File: src/logic/szcb_map.vh
// constants for the signed zero compare branch unit
`ifndef SZCB_MAP_VH
`define SZCB_MAP_VH
`define SZCB_OPC_REG 6'h27
`define SZCB_OPC_IMM 6'h2F
`define SZCB_OPC_HI 31
`define SZCB_OPC_LO 26
`define SZCB_DLY_BIT 25
`define SZCB_CND_HI 24
`define SZCB_CND_LO 21
`define SZCB_RA_HI 20
`define SZCB_RA_LO 16
`define SZCB_RB_HI 15
`define SZCB_RB_LO 11
`define SZCB_IMM_HI 15
`define SZCB_IMM_LO 0
`define SZCB_CND_GT 4'h4
`define SZCB_CND_LE 4'h3
`define SZCB_CND_LT 4'h2
`define SZCB_PC_STEP 32'h00000004
`define SZCB_CYC_NT 2'h1
`define SZCB_CYC_DLY 2'h2
`define SZCB_CYC_NODLY 2'h3
`define SZCB_PC_RST 32'h00000000
`endif

File: src/logic/szcb_branch.v
// branch resolution for greater, less-equal and less-than zero tests
// What this block does
// - greater than zero: pc plus offset operand
// - zero or negative: pc plus offset operand
// - strictly negative: pc plus offset operand
// - immediate form: pc plus extended immediate
// - 16-bit immediate sign-extended to 32 bits
// - after prefix use combined 32-bit immediate
// - not taken: pc advances by four
// - delay flag: slot instruction completes first
// - no delay flag: target follows directly
// - delay variant is same opcode, flag set
// - register form costs 1, 2 or 3
// - immediate form costs 1, 2 or 3
// - hold interrupts until slot completes
`timescale 1ns/1ns
`include "szcb_map.vh"
module szcb_branch #(
	parameter DW = 32,
	parameter AW = 5
) (
	// clock and reset
	input wire clock,
	input wire rst_b,
	// issue
	input wire instr_valid,
	input wire [31:0] instr,
	input wire [DW-1:0] instr_pc,
	input wire prefix_valid,
	input wire [15:0] prefix_hi,
	input wire predict_ok,
	// register file write side
	input wire rf_wr_en,
	input wire [AW-1:0] rf_wr_addr,
	input wire [DW-1:0] rf_wr_data,
	// interrupt requests
	input wire irq_req,
	input wire brk_req,
	// results
	output reg done_r,
	output reg is_branch_r,
	output reg taken_r,
	output reg [DW-1:0] next_pc_r,
	output reg slot_exec_r,
	output reg flush_next_r,
	output reg [1:0] cycles_r,
	output reg irq_hold_r,
	output reg irq_take_r,
	output reg brk_take_r
);
	localparam ST_IDLE = 3'b001;
	localparam ST_READ = 3'b010;
	localparam ST_SLOT = 3'b100;
	reg [2:0] state_r;
	reg [2:0] state_nxt;
	reg [31:0] ins_r;
	reg [DW-1:0] pc_r;
	reg pfx_r;
	reg [15:0] pfx_hi_r;
	reg pok_r;
	wire [DW-1:0] first_source_reg;
	wire [DW-1:0] offset_source_reg;
	wire [5:0] opc;
	wire [3:0] cnd;
	wire is_reg;
	wire is_imm;
	wire dly;
	wire cond_ok;
	wire [DW-1:0] imm_ext;
	wire [DW-1:0] offset;
	wire zero;
	wire neg;
	// register file is read one cycle after issue
	szcb_regfile #(.DW(DW), .AW(AW)) u_rf (
		.clock(clock),
		.wr_en(rf_wr_en),
		.wr_addr(rf_wr_addr),
		.wr_data(rf_wr_data),
		.rd_addr_a(instr[`SZCB_RA_HI:`SZCB_RA_LO]),
		.rd_addr_b(instr[`SZCB_RB_HI:`SZCB_RB_LO]),
		.rd_data_a(first_source_reg),
		.rd_data_b(offset_source_reg)
	);
	assign opc = ins_r[`SZCB_OPC_HI:`SZCB_OPC_LO];
	assign cnd = ins_r[`SZCB_CND_HI:`SZCB_CND_LO];
	assign is_reg = (opc == `SZCB_OPC_REG);
	assign is_imm = (opc == `SZCB_OPC_IMM);
	assign dly = ins_r[`SZCB_DLY_BIT];
	// signed view: sign bit and all-zero test
	assign zero = (first_source_reg == {DW{1'b0}});
	assign neg = first_source_reg[DW-1];
	assign cond_ok = (cnd == `SZCB_CND_GT) ? (!neg && !zero) :
		(cnd == `SZCB_CND_LE) ? (neg || zero) :
		(cnd == `SZCB_CND_LT) ? neg : 1'b0;
	// prefix supplies the upper half instead of sign copies
	assign imm_ext = pfx_r ?
		{pfx_hi_r, ins_r[`SZCB_IMM_HI:`SZCB_IMM_LO]} :
		{{(DW-16){ins_r[`SZCB_IMM_HI]}},
		ins_r[`SZCB_IMM_HI:`SZCB_IMM_LO]};
	assign offset = is_imm ? imm_ext : offset_source_reg;
	always @* begin
		state_nxt = state_r;
		case (state_r)
			ST_IDLE: begin
				if (instr_valid) begin
					state_nxt = ST_READ;
				end
			end
			ST_READ: begin
				// slot instruction must retire before hold lifts
				if ((is_reg || is_imm) && cond_ok && dly) begin
					state_nxt = ST_SLOT;
				end else begin
					state_nxt = ST_IDLE;
				end
			end
			ST_SLOT: begin
				if (instr_valid) begin
					state_nxt = ST_IDLE;
				end
			end
			default: begin
				state_nxt = ST_IDLE;
			end
		endcase
	end
	always @(posedge clock or negedge rst_b) begin
		if (!rst_b) begin
			state_r <= ST_IDLE;
			ins_r <= 32'h00000000;
			pc_r <= `SZCB_PC_RST;
			pfx_r <= 1'b0;
			pfx_hi_r <= 16'h0000;
			pok_r <= 1'b0;
			done_r <= 1'b0;
			is_branch_r <= 1'b0;
			taken_r <= 1'b0;
			next_pc_r <= `SZCB_PC_RST;
			slot_exec_r <= 1'b0;
			flush_next_r <= 1'b0;
			cycles_r <= 2'h0;
			irq_hold_r <= 1'b0;
			irq_take_r <= 1'b0;
			brk_take_r <= 1'b0;
		end else begin
			state_r <= state_nxt;
			done_r <= 1'b0;
			irq_take_r <= 1'b0;
			brk_take_r <= 1'b0;
			if (state_r == ST_IDLE && instr_valid) begin
				ins_r <= instr;
				pc_r <= instr_pc;
				pfx_r <= prefix_valid;
				pfx_hi_r <= prefix_hi;
				pok_r <= predict_ok;
			end
			// deferred requests are taken only outside the slot
			if (state_nxt != ST_SLOT) begin
				irq_take_r <= irq_req;
				brk_take_r <= brk_req;
			end
			irq_hold_r <= (state_nxt == ST_SLOT);
			if (state_r == ST_READ) begin
				done_r <= 1'b1;
				is_branch_r <= is_reg || is_imm;
				taken_r <= (is_reg || is_imm) && cond_ok;
				// only the pc is produced; no register write port
				if ((is_reg || is_imm) && cond_ok) begin
					next_pc_r <= pc_r + offset;
				end else begin
					next_pc_r <= pc_r + `SZCB_PC_STEP;
				end
				slot_exec_r <= (is_reg || is_imm) && cond_ok && dly;
				flush_next_r <= (is_reg || is_imm) && cond_ok && !dly;
				// predictor hit makes a taken immediate branch cheap
				if (!(is_reg || is_imm) || !cond_ok) begin
					cycles_r <= `SZCB_CYC_NT;
				end else if (is_imm && pok_r) begin
					cycles_r <= `SZCB_CYC_NT;
				end else if (dly) begin
					cycles_r <= `SZCB_CYC_DLY;
				end else begin
					cycles_r <= `SZCB_CYC_NODLY;
				end
			end
		end
	end
endmodule // szcb_branch

File: src/logic/szcb_regfile.v
// two-read-port register file with registered read data
`timescale 1ns/1ns
module szcb_regfile #(
	parameter DW = 32,
	parameter AW = 5
) (
	// clock
	input wire clock,
	// write port
	input wire wr_en,
	input wire [AW-1:0] wr_addr,
	input wire [DW-1:0] wr_data,
	// read ports
	input wire [AW-1:0] rd_addr_a,
	input wire [AW-1:0] rd_addr_b,
	output reg [DW-1:0] rd_data_a,
	output reg [DW-1:0] rd_data_b
);
	reg [DW-1:0] mem [0:(1<<AW)-1];
	always @(posedge clock) begin
		if (wr_en) begin
			mem[wr_addr] <= wr_data;
		end
		rd_data_a <= mem[rd_addr_a];
		rd_data_b <= mem[rd_addr_b];
	end
endmodule // szcb_regfile

File: config.mk
export PLATFORM = sky130hd
export DESIGN_NAME = szcb_branch
export DESIGN_NICKNAME = d
export VERILOG_FILES = /design/src/logic/szcb_branch.v /design/src/logic/szcb_regfile.v
export VERILOG_INCLUDE_DIRS = /design/src /design/src/logic
export SDC_FILE = /design/constraint.sdc
export NUM_CORES = 1
export LEC_CHECK = 0
export BUFFER_PORTS_ARGS = -buffer_cell sky130_fd_sc_hd__buf_2
export CORE_MARGIN = 2
export CORE_UTILIZATION = 65
export DETAILED_ROUTE_END_ITERATION = 7
export PLACE_DENSITY = 0.83
export SETUP_SLACK_MARGIN = 0.2
export SLEW_MARGIN = 20
export SYNTH_ARGS = -nofsm -noshare
export SYNTH_HDL_FRONTEND = slang
export SYNTH_SLANG_ARGS = --single-unit
File: constraint.sdc
create_clock -name clock -period 8.5 [get_ports clock]
set_input_delay 1.7 -clock clock [delete_from_list [all_inputs] [get_ports clock]]
set_output_delay 1.7 -clock clock [all_outputs]
set_load 0.01 [all_outputs]
* Yosys cells after proc, flatten, opt, wreduce, memory -nomap -nowiden
Memory sizes are Yosys's and may differ from the RTL's. A register that Yosys moved wholly into a read port is not among the register bits.
Index checks and enable logic that the tools add are counted.
** Word-level totals
- Register bits :: 127
- Bits in latches :: 0
- RAM bits :: 1024
- ROM bits :: 0
- Bits of input ports :: 125
- Output and inout port bits :: 42
- Word-level logic and storage cells :: 62
- Memories :: 1
** Operators by class
- Add/sub/neg operators :: 2
- $mul :: 0
- Divide/modulo/power cells :: 0
- Order comparisons :: 0
- Equality and inequality tests :: 10
- Shifts and indexed selects :: 0
- Multiplexer cells :: 18
- Bitwise operators :: 0
- Reduce and logical (&&, ||, !) cells :: 15
** Memories
- u_rf.mem :: depth 32, bits a word 32, rd ports 2, clocked after memory_dff 2, wr ports 1, line szcb_regfile.v:19 : reg [DW-1:0] mem [0:(1<<AW)-1];
** Operator list (number)
- $mux 32 :: 3
- $add 32x3->32 const B :: 1
- $add 32x32->32 :: 1
- $logic_not 32->1 :: 1
- $eq 6x6->1 const B :: 2
- $mux 1 :: 9
- $mux 3 :: 3
- $pmux 3 s3 :: 1
- $eq 4x2->1 const B :: 2
- $eq 3x3->1 const B :: 2
- $logic_and 1x1->1 :: 6
- $logic_not 1->1 :: 5
- $eq 4x3->1 const B :: 1
- $mux 2 :: 2
- $eq 3x1->1 const B :: 1
- $eq 3x2->1 const B :: 1
- $logic_or 1x1->1 :: 3
- $ne 3x3->1 const B :: 1

* Logic depth before layout (Yosys ltp)
- Word-level depth :: 10
- Depth in mapped cells :: 19
- Depth with buffers taken out :: 18

* By module
Synthesis repeated with hierarchy kept, for this count alone.
** Second synthesis, totals
- Cell total of the unflattened synthesis :: 4230
- Area, all modules :: 57561.5 µm²
** Modules (own cells, without submodules)
- szcb_regfile :: instances 1, cells an instance 3450, area each 50070.5 µm², seq. area each 32030.7 µm²
- szcb_branch :: instances 1, cells an instance 780, area each 7490.9 µm², seq. area each 3054.2 µm²

* Worst setup path before layout
No wires, ideal clock.
- Path kind :: input port to flip-flop
- Start point :: input rf_wr_addr[1]
- End point :: memory u_rf.mem[12][0], enable pin
- Setup time :: 0.421 ns
- Arrival :: 3.713 ns
- Data required time :: 8.079 ns
- Path slack :: 4.366 ns
- Cell stages on the path :: 3
- Path buffers :: 1
- Cells stage by stage :: or3b_2 -> clkbuf_1 -> nor2_1
** RTL lines
- start, declared :: line szcb_branch.v:34 : input wire [AW-1:0] rf_wr_addr,
- end, declared :: line szcb_regfile.v:19
Straight into the memory's write port.

* Worst setup path after layout
- Start point :: register ins_r[31]
- End point :: register next_pc_r[30]
** Between the ends
- Word-level cells in the longest chain between the ends :: 4
- Elaborated cells between the ends (all ways) :: 7
- Classes of those cells :: add/sub: 1; eq/ne: 2; mux: 2; reduce/logical: 2
** RTL lines
- start, declared :: line szcb_branch.v:56 : reg [31:0] ins_r;
- start signal, assigned :: line szcb_branch.v:151 : ins_r <= instr;
- $eq 6x6->1 (no line)
- $mux 32 or $logic_or 1x1->1 (tied branches) :: line szcb_branch.v:100, szcb_branch.v:168
- $add 32x32->32 or $logic_and 1x1->1 (tied branches) :: line szcb_branch.v:169, szcb_branch.v:168
- $mux 32 (*) :: line szcb_branch.v:168 : if ((is_reg || is_imm) && cond_ok) begin
- end signal, assigned :: line szcb_branch.v:138 : next_pc_r <= `SZCB_PC_RST;
- end signal, assigned :: line szcb_branch.v:169 : next_pc_r <= pc_r + offset;
- end signal, assigned :: line szcb_branch.v:171 : next_pc_r <= pc_r + `SZCB_PC_STEP;
- end, declared :: line szcb_branch.v:43 : output reg [DW-1:0] next_pc_r,
Mark *: on every way between the ends. The rest lies on a longest branch, timed or not.
A chain may end at the register's enable or synchronous reset.

==> qor.yml <==
hp-class: "register to register"
synth_compound_area_share_pct: 2.10
die_area_sq_mm: 0.0876
ir_drop_v: 0.000157
max-cap-violations: 0
vias_per_cell: 7.85
dp_cells: 3945
rsz0062_at_grt: "false"
ant_nets: 0
rows: 107
clock_skew_ns: 0.0189
syn_avg_cell_area_sq_um: 20.0
ys.flop_type: "edfxtp_1"
clk_latency_ns: 0.70
yosysUniqueCellTypes: 62
critPathCaptureType: "register"
outcome: "complete, no violations"
portBuffers: 166
clk_pin_slew_ns: 0.06
syn_to_final_growth_pct: 11.4
clock-root-buffer: "clkbuf_16"
postCtsSetupRepairBufs: 0
syn_area_sq_mm: 0.0554
tightest_slew_ns: 1.18
fmax_ghz: 0.208
register_area_sq_mm: 0.0351
die_x_um: 296
grt_pass1_vias: 33700
crit_path_start_kind: "register"
tns_ns: 0
fin_area_sq_mm: 0.0617
drt_iter0_drc: 4722
cp_cell_sequence: "nor2b_1, nand4_1, or2_2, buf_4, inv_1, nand2_1, nand2_1, ha_1, inv_1, fa_1, nand2b_1, a21oi_1, o21ai_1, o21ai_1, a211o_1, a211o_1, nand3_1, a31oi_1, a21oi_1"
core_area_sq_mm: 0.0847
route.detailed.drc: 0
drt_wl_total_mm: 163
fillers: 4443
instances_no_fill: 4179
start_util_pct: 65.4
nets: 3081
h-tree-depth: 3
whs_ns: 0.479
fin_ws_ns: 3.70
postSynth.asyncResetShare_pct: 10.1
cts_max_path_buffers: 3
grt_pass1_wl_mm: 234
crit_type: "register to register"
synth_edf_count: 1024
period_needed_ns: 4.80
synthXorXnorAreaFrac_pct: 0.870
finalCritPeriodShare_pct: 56.5
p_leak_nw: 20.4
cp.required_ns: 9.04
yosysWarnings: 0
post_drt_wl_per_cell_um: 39.1
power_density_mw_per_mm2: 230
antenna_found_initial: 15
ys_ff_latch: 1210
cts_tree: "built"
yosysSeqAreaShare_pct: 63.3
syn_nets: 2928
cts_sinks: 1210
cp_slowest_cell: "inv_1"
place_ws_ns: 3.64
postSynthCellCount: 2770
yosys.area_share.simple_pct: 2.50
gp_congestion: 0.959
hold_buffers: 0
arrival_ns: 5.34
dp_hpwl_mm: 78.7
synth_top_family_by_area: "multiplexers"
ios: 167
cpPeakStageDelay_ns: 0.47
setup-violations-final: 0
cts_made_buffers: 118
dr.pass1.iters: 6
route.vias.total: 32800
place_area_sq_mm: 0.0576
multiInputGateArea_sq_mm: 0.0198
cts-resized-gates: 0
final_max_slew_viol_count: 0
hold_violations: 0
crit_fanout: 49
grt_usage_pct: 38.0
fp.dieH_um: 296
grt_max_degree: 178
grt-ovfl-total: 0
synth_fa_ha_area_share_pct: 0.759
max-slew-margin-rel_pct: 21.4
drive_above_1_share_pct: 41.0
muxShareOfSynthArea_pct: 29.0
state kept, by name, summed over array words and instances, names as in the netlist:
signal / count
ins_r: 27
pc_r: 32
cycles_r: 2
is_branch_r: 1
taken_r: 1
flush_next_r: 1
irq_hold_r: 1
pok_r: 1
u_rf.rd_data_a: 32
u_rf.rd_data_b: 32
u_rf.mem: 1024
slot_exec_r: 1
pfx_hi_r: 16
pfx_r: 1
done_r: 1
next_pc_r: 32
brk_take_r: 1
state_r: 3
irq_take_r: 1
final cells by class:
type | count | area share [%]
Antenna cell | 8 | 0.0324
Clock buffer | 154 | 5.28
Clock inverter | 70 | 1.23
Inverter | 7 | 0.0426
Multi-Input combinational cell | 1367 | 32.0
Sequential cell | 1210 | 56.8
Tap cell | 1144 | 2.32
Timing Repair Buffer | 219 | 2.22
worst max-delay path: cells and delay by family, from the launching register on:
family	cells	cell delay (ns)
AOI/OAI and AO/OA	7	1.59
and+or+nand+nor	7	1.29
buffers and inverters	3	0.81
adders and majority gates	2	0.58
DFF	1	0.36
per-stage QoR:
stage / power, mW / utilization, %
after floorplan: 8.17 / -
after global placement: 8.67 / 68.0
after detailed placement: 8.75 / 68.0
after CTS: 14.2 / 72.8
after global routing: 14.5 / 72.8
final: 14.2 / 72.8
cell usage in the layout (no fill, tap or decap), drive strengths merged, types with 7 or more instances in the layout:
| cell | synthesis | routed |
|---|---|---|
| nand2 | 125 | 125 |
| a21o | 22 | 22 |
| nand3b | 7 | 7 |
| clkinv | 0 | 47 |
| edfxtp | 1024 | 1024 |
| and3 | 8 | 8 |
| clkbuf | 97 | 154 |
| nand4 | 17 | 17 |
| buf | 89 | 219 |
| mux2 | 140 | 140 |
| dfxtp | 64 | 64 |
| ha | 32 | 32 |
| xnor2 | 25 | 25 |
| o21ai | 58 | 58 |
| a21oi | 69 | 69 |
| dfrtp | 121 | 121 |
| inv | 7 | 11 |
| bufinv | 0 | 15 |
| mux4 | 640 | 640 |
| nor2 | 82 | 82 |
| diode | 0 | 8 |
| xor2 | 30 | 30 |
| nand3 | 15 | 15 |
| nor4 | 9 | 9 |
| a31oi | 7 | 7 |
synthesized netlist by cell type (3+ instances only):
cell type | count | area share (%)
clkbuf_1 | 97 | 0.66
nor2_1 | 82 | 0.56
nand3b_1 | 7 | 0.095
o21ai_0 | 37 | 0.33
xnor2_1 | 25 | 0.40
nand2_1 | 125 | 0.85
and3_1 | 8 | 0.090
mux2i_1 | 6 | 0.11
buf_2 | 58 | 0.52
or3b_2 | 4 | 0.063
a211oi_1 | 5 | 0.068
dfxtp_1 | 64 | 2.3
nor2b_1 | 6 | 0.068
a22oi_1 | 4 | 0.054
mux4_2 | 640 | 26
a21oi_1 | 68 | 0.61
edfxtp_1 | 1024 | 56
o21a_1 | 3 | 0.041
nand4b_1 | 3 | 0.047
o21ai_1 | 20 | 0.18
or2_2 | 3 | 0.034
a31oi_1 | 7 | 0.079
a21o_1 | 22 | 0.30
nor4_1 | 9 | 0.10
nand4_1 | 16 | 0.18
buf_1 | 29 | 0.20
mux2_2 | 140 | 2.8
nand3_1 | 15 | 0.14
nor3_1 | 4 | 0.036
nand2b_1 | 6 | 0.068
o211ai_1 | 5 | 0.068
ha_1 | 32 | 0.72
o21bai_1 | 4 | 0.054
xor2_1 | 30 | 0.47
dfrtp_1 | 121 | 5.5
inv_1 | 7 | 0.047
metal layers:
metal / GRT usage [%] / part of all wire (%) / wire length (um) / up-vias
met5: 0 / 0.081 / 132 / -
met4: 20.3 / 6.0 / 9760 / 20
met3: 12.4 / 14 / 23300 / 715
met2: 60.0 / 48 / 79100 / 3153
met1: 47.6 / 31 / 51200 / 16800
li1: - / - / - / 12100
final timing paths:
path	startpoint	end	slack, ns	cells after the start
setup / recovery	ins_r[31]	next_pc_r[30]	3.70	19
hold / removal	next_pc_r[6]	next_pc_r[6]	0.48	2
setup reg to reg	ins_r[31]	next_pc_r[30]	3.70	19
hold reg to reg	next_pc_r[6]	next_pc_r[6]	0.48	2
max in group asynchronous	rst_b	pfx_hi_r[7]	6.09	2
min in group asynchronous	rst_b	pc_r[9]	1.04	1
cell families after synthesis:
family,count (synthesis)
compound gates,194
xor+xnor,55
fa+ha+maj,33
buf+inv,193
flops,1210
mux,786
simple gates,299
power by group:
part           switching [mW]  internal (mW)
sequential              0.222           6.70
combinational           0.964          0.820
clock                    2.33           3.16
Note: power is estimated with default switching activity, not from simulation.
